**config.mk**
```make
export PLATFORM = sky130hd
export DESIGN_NAME = cmsg_port
export DESIGN_NICKNAME = d
export VERILOG_FILES = /design/src/verilog/cmsg_pkg.sv /design/src/verilog/cmsg_port.sv /design/src/verilog/cmsg_tx_pack.sv
export VERILOG_INCLUDE_DIRS = /design/src /design/src/verilog
export SDC_FILE = /design/constraint.sdc
export NUM_CORES = 1
export LEC_CHECK = 0
export ABC_AREA = 1
export BUFFER_PORTS_ARGS = -buffer_cell sky130_fd_sc_hd__buf_2
export CAP_MARGIN = 10
export CORE_UTILIZATION = 30
export CTS_CLUSTER_DIAMETER = 120
export DETAILED_ROUTE_END_ITERATION = 8
export GPL_TIMING_DRIVEN = 1
export PLACE_DENSITY = 0.55
export SYNTH_ARGS = -nofsm -noshare
export SYNTH_HDL_FRONTEND = slang
export SYNTH_SLANG_ARGS = --single-unit
```
**constraint.sdc**
```tcl
create_clock -name clk_sys -period 1.4 [get_ports clk_sys]
set_input_delay 0.07 -clock clk_sys [delete_from_list [all_inputs] [get_ports clk_sys]]
set_output_delay 0.07 -clock clk_sys [all_outputs]
set_load 0.01 [all_outputs]
```
**src/verilog/cmsg_defines.svh**
```systemverilog
// cmsg_defines.svh: offsets, field positions and counts for the message port
// assumes: included by bare name from the design files
`ifndef CMSG_DEFINES_SVH
`define CMSG_DEFINES_SVH

`define CMSG_TX_LTR        3'h0
`define CMSG_TX_OBFF       3'h1
`define CMSG_TX_SSPL       3'h2
`define CMSG_TX_PME        3'h3
`define CMSG_LTR_SNP_REQ   31
`define CMSG_LTR_SNP_SC_HI 28
`define CMSG_LTR_SNP_SC_LO 26
`define CMSG_LTR_SNP_V_HI  25
`define CMSG_LTR_SNP_V_LO  16
`define CMSG_LTR_NS_REQ    15
`define CMSG_LTR_NS_SC_HI  12
`define CMSG_LTR_NS_SC_LO  10
`define CMSG_LTR_NS_V_HI   9
`define CMSG_OBFF_HI       3
`define CMSG_SSPL_HI       9
`define CMSG_PME_PF_HI     1
`define CMSG_PME_VF_HI     9
`define CMSG_PME_VF_LO     4
`define CMSG_RX_MAX_BYTES  4'h8
`define CMSG_TX_LAT        3'h3

`endif

```
**src/verilog/cmsg_pkg.sv**
```systemverilog
// cmsg_pkg.sv: types of the side-band message port
// assumes: nothing
package cmsg_pkg;
  typedef struct packed {
    logic       valid;
    logic [4:0] kind;
    logic [7:0] data;
  } cmsg_rx_beat_t;

  typedef struct packed {
    logic [2:0]  kind;
    logic [31:0] data;
  } cmsg_tx_req_t;

  // link-side message decoded into a header plus up to eight parameter bytes
  typedef struct packed {
    logic [4:0]  kind;
    logic [3:0]  nbytes;
    logic [63:0] bytes;
  } cmsg_rx_msg_t;

  typedef struct packed {
    logic [2:0]  kind;
    logic [31:0] fields;
  } cmsg_tx_out_t;

  typedef enum logic [2:0] {
    CMSG_RX_IDLE = 3'b001,
    CMSG_RX_SEND = 3'b010,
    CMSG_RX_GAP  = 3'b100
  } cmsg_rx_st_t;
endpackage

```
**src/verilog/cmsg_port.sv**
```systemverilog
// cmsg_port.sv: side-band message port between the core and user logic
// assumes: one clock; decoded link messages arrive with link_msg_valid held until link_msg_ready from core logic
//
// Notes on behaviour
// strobe held one or more cycles per message
// parameter bytes only while strobe high
// at least one idle cycle between messages
// strobe silent unless enable attribute set
// five-bit type valid with strobe
// user holds request until done
// three-bit type codes; upper four reserved
// ltr snoop fields in upper half
// ltr no-snoop fields in lower half
// obff code in low nibble
// slot power scale then value
// pme flags for pf and vf
// done is one clock pulse
// user drops request after done
`timescale 1ns/1ns
`include "cmsg_defines.svh"
module cmsg_port (
  // clock and reset
  input  wire logic                   clk_sys,
  input  wire logic                   rst,
  // configuration
  input  wire logic                   rx_notice_port_enable_attr,
  // decoded messages from the link side
  input  wire logic                   link_msg_valid,
  input  wire cmsg_pkg::cmsg_rx_msg_t link_msg,
  output      logic                   link_msg_ready,
  // received message interface
  output      logic                   msg_rx_strobe,
  output      logic [4:0]             msg_rx_type,
  output      logic [7:0]             msg_rx_data,
  // transmit message interface
  input  wire logic                   msg_tx_req,
  input  wire logic [2:0]             msg_tx_type,
  input  wire logic [31:0]            msg_tx_data,
  output      logic                   msg_tx_done,
  // packed message towards the transmit path
  output      cmsg_pkg::cmsg_tx_out_t tx_msg_q,
  output      logic                   tx_msg_start,
  output      logic                   tx_msg_reserved
);
  cmsg_pkg::cmsg_rx_st_t st_q, st_d;
  cmsg_pkg::cmsg_rx_msg_t msg_q;
  logic [3:0] idx_q;
  cmsg_pkg::cmsg_rx_beat_t beat_q;
  logic       en_q;
  logic       tx_busy_q;
  logic [2:0] tx_cnt_q;
  logic       done_q;
  logic       tx_hold_q;

  function automatic logic [7:0] pick_byte(input logic [63:0] b, input logic [3:0] i);
    pick_byte = b[{i[2:0], 3'h0} +: 8];
  endfunction

  // enable is a static configuration attribute, sampled so the pin never feeds logic raw
  always_ff @(posedge clk_sys) begin
    if (rst) en_q <= 1'b0;
    else     en_q <= rx_notice_port_enable_attr;
  end

  // gate intake on enable
  wire take_w   = (st_q == cmsg_pkg::CMSG_RX_IDLE) && link_msg_valid && en_q;
  wire [3:0] last_w = (msg_q.nbytes == 4'h0) ? 4'h0 : msg_q.nbytes - 4'h1;
  wire       end_w  = (st_q == cmsg_pkg::CMSG_RX_SEND) && (idx_q == last_w);
  // messages arriving while disabled are dropped rather than stalled
  assign link_msg_ready = (st_q == cmsg_pkg::CMSG_RX_IDLE);

  always_comb begin
    st_d = st_q;
    unique case (st_q)
      cmsg_pkg::CMSG_RX_IDLE: if (take_w) st_d = cmsg_pkg::CMSG_RX_SEND;
      // stay for every byte
      cmsg_pkg::CMSG_RX_SEND: if (end_w)  st_d = cmsg_pkg::CMSG_RX_GAP;
      // one idle cycle
      cmsg_pkg::CMSG_RX_GAP:              st_d = cmsg_pkg::CMSG_RX_IDLE;
      default:                            st_d = cmsg_pkg::CMSG_RX_IDLE;
    endcase
  end

  always_ff @(posedge clk_sys) begin
    if (rst) begin
      st_q  <= cmsg_pkg::CMSG_RX_IDLE;
      msg_q <= '0;
      idx_q <= 4'h0;
    end else begin
      st_q <= st_d;
      if (take_w) begin
        msg_q <= link_msg;
        if (link_msg.nbytes > `CMSG_RX_MAX_BYTES) msg_q.nbytes <= `CMSG_RX_MAX_BYTES;
        idx_q <= 4'h0;
      end else if (st_q == cmsg_pkg::CMSG_RX_SEND) begin
        idx_q <= idx_q + 4'h1;
      end
    end
  end

  // registered beat; R2 data zero off strobe, R5 type with strobe
  always_ff @(posedge clk_sys) begin
    if (rst) beat_q <= '0;
    else if (st_q == cmsg_pkg::CMSG_RX_SEND)
      beat_q <= '{valid: 1'b1, kind: msg_q.kind,
                  data: (msg_q.nbytes == 4'h0) ? 8'h00 : pick_byte(msg_q.bytes, idx_q)};
    else beat_q <= '0;
  end

  assign msg_rx_strobe = beat_q.valid;
  assign msg_rx_type   = beat_q.kind;
  assign msg_rx_data   = beat_q.data;

  // transmit: accept a held request, wait a fixed latency, pulse done
  // done cycle blocks a take: busy has already dropped there
  wire tx_take_w = msg_tx_req && !tx_busy_q && !tx_hold_q && !done_q;
  cmsg_pkg::cmsg_tx_req_t tx_req_w;
  assign tx_req_w = '{kind: msg_tx_type, data: msg_tx_data};

  cmsg_tx_pack u_pack (
    .clk_sys    (clk_sys),
    .rst        (rst),
    .load       (tx_take_w),
    .req        (tx_req_w),
    .out_q      (tx_msg_q),
    .bad_type_q (tx_msg_reserved)
  );

  always_ff @(posedge clk_sys) begin
    if (rst) begin
      tx_busy_q <= 1'b0;
      tx_cnt_q  <= 3'h0;
      done_q    <= 1'b0;
      tx_hold_q <= 1'b0;
    end else begin
      done_q <= 1'b0;
      if (tx_take_w) begin
        tx_busy_q <= 1'b1;
        tx_cnt_q  <= `CMSG_TX_LAT;
      end else if (tx_busy_q) begin
        tx_cnt_q <= tx_cnt_q - 3'h1;
        // single done pulse
        if (tx_cnt_q == 3'h1) begin
          tx_busy_q <= 1'b0;
          done_q    <= 1'b1;
        end
      end
      // hold off until the request drops, so one request yields one message
      if (done_q) tx_hold_q <= 1'b1;
      else if (!msg_tx_req) tx_hold_q <= 1'b0;
    end
  end

  assign msg_tx_done  = done_q;
  assign tx_msg_start = tx_take_w;
endmodule // cmsg_port

```
**src/verilog/cmsg_tx_pack.sv**
```systemverilog
// cmsg_tx_pack.sv: picks the fields that a transmit type uses out of the data word
// assumes: data held steady by the requester while the request is up
`timescale 1ns/1ns
`include "cmsg_defines.svh"
module cmsg_tx_pack (
  // clock and reset
  input  wire logic                  clk_sys,
  input  wire logic                  rst,
  // request
  input  wire logic                  load,
  input  wire cmsg_pkg::cmsg_tx_req_t req,
  // packed fields and a reserved-type flag
  output      cmsg_pkg::cmsg_tx_out_t out_q,
  output      logic                  bad_type_q
);
  logic [31:0] fields_w;
  logic        bad_w;

  // ltr fields kept
  wire [31:0] ltr_w = {req.data[`CMSG_LTR_SNP_REQ], 2'h0,
                       req.data[`CMSG_LTR_SNP_SC_HI:`CMSG_LTR_SNP_V_LO],
                       req.data[`CMSG_LTR_NS_REQ], 2'h0,
                       req.data[`CMSG_LTR_NS_SC_HI:0]};
  // obff code
  wire [31:0] obff_w = {28'h0000000, req.data[`CMSG_OBFF_HI:0]};
  // scale over value
  wire [31:0] sspl_w = {22'h000000, req.data[`CMSG_SSPL_HI:0]};
  // pf and vf flags
  wire [31:0] pme_w = {22'h000000, req.data[`CMSG_PME_VF_HI:`CMSG_PME_VF_LO], 2'h0,
                       req.data[`CMSG_PME_PF_HI:0]};

  // type decode
  assign bad_w    = req.kind[2];
  assign fields_w = (req.kind == `CMSG_TX_LTR)  ? ltr_w  :
                    (req.kind == `CMSG_TX_OBFF) ? obff_w :
                    (req.kind == `CMSG_TX_SSPL) ? sspl_w :
                    (req.kind == `CMSG_TX_PME)  ? pme_w  : 32'h00000000;

  always_ff @(posedge clk_sys) begin
    if (rst) begin
      out_q      <= '0;
      bad_type_q <= 1'b0;
    end else if (load) begin
      out_q      <= '{kind: req.kind, fields: fields_w};
      bad_type_q <= bad_w;
    end
  end
endmodule // cmsg_tx_pack
```
* After elaboration in Yosys (flattened, before gate mapping)
Index checks and enable logic that the tools add are counted.
** Storage, ports and cells
- Register bits after elaboration :: 137
- Input port bits :: 113
- Output and inout bits :: 53
- Logic and storage cells :: 71
** Cells by class
- Add/sub/neg operators :: 3
- Magnitude comparators :: 1
- Equal/unequal tests :: 10
- Shifts and indexed selects :: 1
- Multiplexer cells :: 19
- Bitwise logic cells :: 2
- Reduce and logical (&&, ||, !) cells :: 18
** Operators by type and width (number)
- 32-bit two-way mux :: 3
- 64-bit by 7-bit indexed part select with 8-bit output :: 1
- 14-bit two-way mux :: 1
- 10-bit two-way mux :: 1
- 3-bit by 1-bit equality test with 1-bit output, second input constant :: 3
- 3-bit by 2-bit equality test with 1-bit output, second input constant :: 3
- 4-bit two-way mux :: 2
- 8-bit two-way mux :: 1
- 1-bit logical AND :: 6
- 1-bit two-way mux :: 6
- 3-bit two-way mux :: 2
- 3-bit case mux with 2 select lines :: 1
- 2-bit OR reduction :: 3
- 3-bit OR reduction :: 2
- 4-bit by 1-bit adder with 4-bit output, second input constant :: 1
- 4-bit equality test :: 1
- 4-bit > comparator, second input constant :: 1
- 4-bit zero test :: 1
- 2-bit two-way mux :: 2
- 2-bit by 1-bit inequality test with 1-bit output, second input constant :: 2
- 4-bit by 1-bit subtractor with 4-bit output, second input constant :: 1
- 1-bit zero test :: 3
- 3-bit zero test :: 1
- 3-bit by 1-bit subtractor with 3-bit output, second input constant :: 1
- 4 further kinds :: 5

* Depth between registers and ports, before layout
- Depth after elaboration :: 6
- Gate-level depth with buffers :: 11
- Gate-level depth less buffers :: 11

* Cells and area by module
Synthesis repeated with hierarchy kept, for this count alone.
** Second synthesis, totals
- Cell total of the unflattened synthesis :: 710
- Area total of the unflattened synthesis :: 5262.5 sq um
** Modules (own cells, without submodules)
- cmsg_port :: times used 1, cells each 566, area an instance 4097.7 sq um, sequential area each 2021.9 sq um
- cmsg_tx_pack :: times used 1, cells each 144, area an instance 1164.9 sq um, sequential area each 620.6 sq um

* Worst setup path before layout
OpenSTA, ideal clock, no wires.
- Path type :: register to register
- From :: register st_q[1]
- To :: register msg_q[53] (netlist bit)
- Library setup time :: 0.116 ns
- Arrival :: 1.094 ns
- Data required time :: 1.284 ns
- Path slack :: 0.190 ns
- Stages on the path, launching flop included :: 9
- Path buffers :: 2
- Clock period less this slack :: 1.210 ns
- Cell sequence :: dfxtp_1 -> inv_1 -> nand3_1 -> nor2_2 -> inv_2 -> buf_6 -> buf_2 -> nor2_1 -> nor2_1
** Between the ends
- Word-level cells in the longest chain between the ends :: 3
** RTL lines
- start: declaration :: line cmsg_port.sv:45 : cmsg_pkg::cmsg_rx_st_t st_q, st_d;
- start signal: assignment :: line cmsg_port.sv:86 : st_q <= cmsg_pkg::CMSG_RX_IDLE;
- start signal: assignment :: line cmsg_port.sv:90 : st_q <= st_d;
- 3-bit by 1-bit equality test with 1-bit output :: line cmsg_port.sv:66 : wire take_w = (st_q == cmsg_pkg::CMSG_RX_IDLE) && link_msg_valid && en_q;
- 1-bit logical AND (2 in series) :: line cmsg_port.sv:66
- end signal: assignment :: line cmsg_port.sv:92 : msg_q <= link_msg;
- end: declaration :: line cmsg_port.sv:46 : cmsg_pkg::cmsg_rx_msg_t msg_q;
Every way passes these cells.
A chain may end at the register's enable or synchronous reset.

* Final worst setup path
- From :: register idx_q[0]
- To :: register beat_q, in the netlist msg_rx_data[7]
** Between the ends
- Word-level cells in the longest chain between the ends :: 1
** RTL lines
- start: declaration :: line cmsg_port.sv:47 : logic [3:0] idx_q;
- start signal: assignment :: line cmsg_port.sv:96 : idx_q <= idx_q + 4'h1;
- 64-bit by 7-bit indexed part select with 8-bit output :: line cmsg_port.sv:56 : pick_byte = b[{i[2:0], 3'h0} +: 8];
- end signal: assignment :: line cmsg_port.sv:105 : beat_q <= '{valid: 1'b1, kind: msg_q.kind,
- end: declaration :: line cmsg_port.sv:48 : cmsg_pkg::cmsg_rx_beat_t beat_q;
Every way passes these cells.

==> summary by stage <==
Clocking
The clock net sink count is ~130. In this run the deepest clock path goes through 2 buffers. The root buffer cell chosen for the clock tree is clkbuf_16. The CTS tree is done.

In this run, CTS created clock tree buffers numbering 17. The CTS H-tree depth is 4. The clock-pin slew reported for the worst setup and hold paths after clock tree synthesis is 60 ps. The clock latency of the later-clocked register in the worst-skew pair is a little over 400 ps.

Synth
The most frequent cell after synthesis is dfxtp_1. The share of the synthesized area in the top cell type is 50.1%. The most used flip-flop cell after synthesis is dfxtp_1. Yosys mapped a number of flops with a built-in enable equal to 0. The post-synthesis sequential area ratio is 50.1%. The share of flip-flops with an asynchronous set or reset is 0%. dfxtp_1 takes more of the synthesized area than any other cell.

The post-synthesis cell count is between 600 and 700. Counting instances in the post-synthesis netlist gives the leading cell types as dfxtp_1, o21ai_0, nor2_1. Counting distinct cell types in the post-synthesis netlist gives 30.

The cell area that synthesis handed to floorplanning was roughly 5300 um^2. The synthesized flop and latch total is around 130. The average cell area after synthesis is ~7.6 um^2. The count of synthesis-stage warnings from yosys is 0. In the post-synthesis netlist, the biggest area contributors are dfxtp_1, o21ai_0, nand3_1.

Route
The first detailed-routing pass ran for 5 iterations. In the routed design, unresolved DRC markers number 0. The final layout contains routed wiring with a total length of approximately 15 mm. The per-cell routed wire length is between 10 and 15 um. The average vias per placed instance is 4.51. The remaining antenna violation count after routing is 0. In this run, the number of DRC markers left after iteration 0 of detailed routing was approximately 240. The via count is 5368.

STA
The share of the cycle needed by the critical path after routing is 94.3%. Derived from the worst setup path, the maximum achievable clock frequency is 0.757 GHz. The final hold violation count came to 0. Clock skew on the completed layout was measured at 3.53 ps.

Headroom to the max-slew limit came out at between 60% and 70%. The max-slew violation count came to 0. Setup violations remaining at the end of the flow were counted as 0. Setup repair after global routing could not meet its margin everywhere. At the pin with the least slew margin, the transition time is between 500 and 600 ps. The post-route minimum period is about 1300 ps.

Setup path
The dominant delay contributor by cell family on the critical path is compound AO/OA/AOI/OAI gates. The signal on the critical path passes through buf_4 > o21ai_0 > o21ai_0 > o21ai_1 > a31oi_1. The number of buffer and inverter instances along the worst setup path is 1. The nature of the critical path endpoint is a flip-flop.

Counting stages on the worst path, the most repeated cell is o21ai_0. The startpoint of the worst register-to-register path is idx_q[0]. Data on the critical path arrives at its endpoint at roughly 1600 ps. The largest stage delay on the critical path is ~370 ps. At the worst endpoint, the required time is approximately 1700 ps. The critical path starts at idx_q[0]. The critical path launch point type is a flip-flop. The slowest cell on the critical path is dfxtp_4. The top fanout value on the critical path is 10.

The category of the most critical setup path is flip-flop to flip-flop.

Outcome
The flow ran to the end, and the final reports show no timing, DRC or antenna violations.

Pwr
The worst voltage drop across the vdd grid is 0.842 mV. The leakage dissipation is approximately 3.6 nW. In this run the power density over the cells is about 1200 nW/um^2. The final total power is 9.71 mW.

Die
The die is 135 um wide. The die extent in y is approximately 130 um. The region available for standard cell placement spans roughly 17000 um^2. between 150 and 200 I/O pins were placed. The effective utilization at floorplan is slightly above 30%. The floorplan step defined a die boundary enclosing ~18000 um^2. The number of cell rows is 48.

GRT
Across every metal layer, demand over resource in global routing totals about 17%. The first global-routing pass estimated 24.6 mm of wire. The via count of the first global-routing pass is about 5100. The initial antenna violation count is 0. The maximum number of pins on one net before global-route repair is 43. The aggregate global routing overflow is 0.

Layout
Leaving out filler cells and counting taps, the final layout contains between 1000 and 1500. In the final layout, the share of cells above drive strength 1 is 24.1%. The number of antenna diodes is 0. The net total in the final layout is 1069. The area overhead of the layout relative to synthesis is 53.7%. Cells fill 47.0% of the core in the end.

Run
The number of max-capacitance violations reported is 0.

Placed design
The congestion estimate from routability-driven global placement came to between 0.7 and 0.8. The detailed placement HPWL is ~10 mm. The number of placed instances, taps included, is roughly 1100. The quantity of I/O buffers inserted on ports is roughly 160.

Worst hold path
The worst min-delay path startpoint is rst. The class of the tightest hold or removal check is input port to flip-flop.
## placed cells by master, fill, tap and decap left out, drive strengths merged
cell / n
nand3: 75
clkbuf: 17
bufinv: 4
nand4: 1
conb: 4
inv: 60
a21oi: 55
nand2: 78
nor2: 99
xor2: 1
dlygate4sd3: 106
nor3: 3
a211oi: 2
o211ai: 12
buf: 186
clkinvlp: 6
dfxtp: 132
ha: 3
clkinv: 3
a31oi: 8
o21ai: 110
xnor2: 1
## path summary, 6_finish.rpt
kind / end / slack, ps / cells after the start
setup / recovery: msg_rx_data[7] / 80 / 5
hold / removal: tx_busy_q / 30 / 3
setup reg to reg: msg_rx_data[7] / 80 / 5
hold reg to reg: msg_rx_type[3] / 430 / 2
## metal layers
layer / track usage, % / share of wire, %
met1: 23.0 / 49
met2: 27.6 / 46
met3: 4.13 / 3.7
met4: 5.81 / 1.4
met5: 0 / 0
## repair_timing
action	CTS	global route
hold buffers	106	0
pin swaps	1	0
endpoints found under the hold margin	105	0
gates cloned	0	0
setup endpoints to repair	1	38
resized for setup	1	13
buffers inserted	2	0
## worst min-delay path, stage by stage
cell     delay (ps)
buf_2            90
buf_4           180
a21oi_1          50
## flip-flops by register name, summed over array words and instances, names as in the netlist
name           cells
en_q               1
idx_q              4
msg_q             73
msg_rx_data        8
msg_rx_strobe      1
msg_rx_type        5
msg_tx_done        1
st_q               3
tx_busy_q          1
tx_cnt_q           3
tx_hold_q          1
u_pack.out_q      31
## metrics by stage
stage / instance area, um^2 / setup TNS (ps) / setup slack, ps / hold slack, ps
final: 8110 / 0 / 79.5 / 31.0
after global routing: 8110 / -90.9 / -38.3 / 29.3
after CTS: 8090 / 0 / 12.0 / 12.0
after detailed placement: 6390 / 0 / 21.8 / 277
after global placement: 6390 / 0 / 56.3 / 274
after floorplan: 5290 / 0 / 190 / 173
## area by class of cell
type	count	area, um^2
clock inverters	15	205
clock buffers	17	425
inverters	58	218
fillers	1704	9130
flip-flops and latches	132	2650
repair buffers	292	2140
well taps	225	282
multi-input cells	452	2190
## report_power, final
part	total (mW)	switching [mW]	internal, mW
Sequential	3.98	0.0671	3.91
Combinational	1.02	0.499	0.517
Clock	4.72	1.73	2.99
## logic make-up (layout without fill, tap and decap cells)
group / Yosys count / after routing / share of synthesized area, %
adder cells (fa/ha/maj): 3 / 3 / 0.712
buffers and inverters: 109 / 382 / 8.87
AND/OR/NAND/NOR: 256 / 256 / 21.1
XOR/XNOR: 2 / 2 / 0.332
AO/OA/AOI/OAI: 187 / 187 / 18.8
flip-flops: 132 / 132 / 50.1
other: 1 / 4 / 0.0711
No activity file was read; power rests on OpenSTA's default activity.
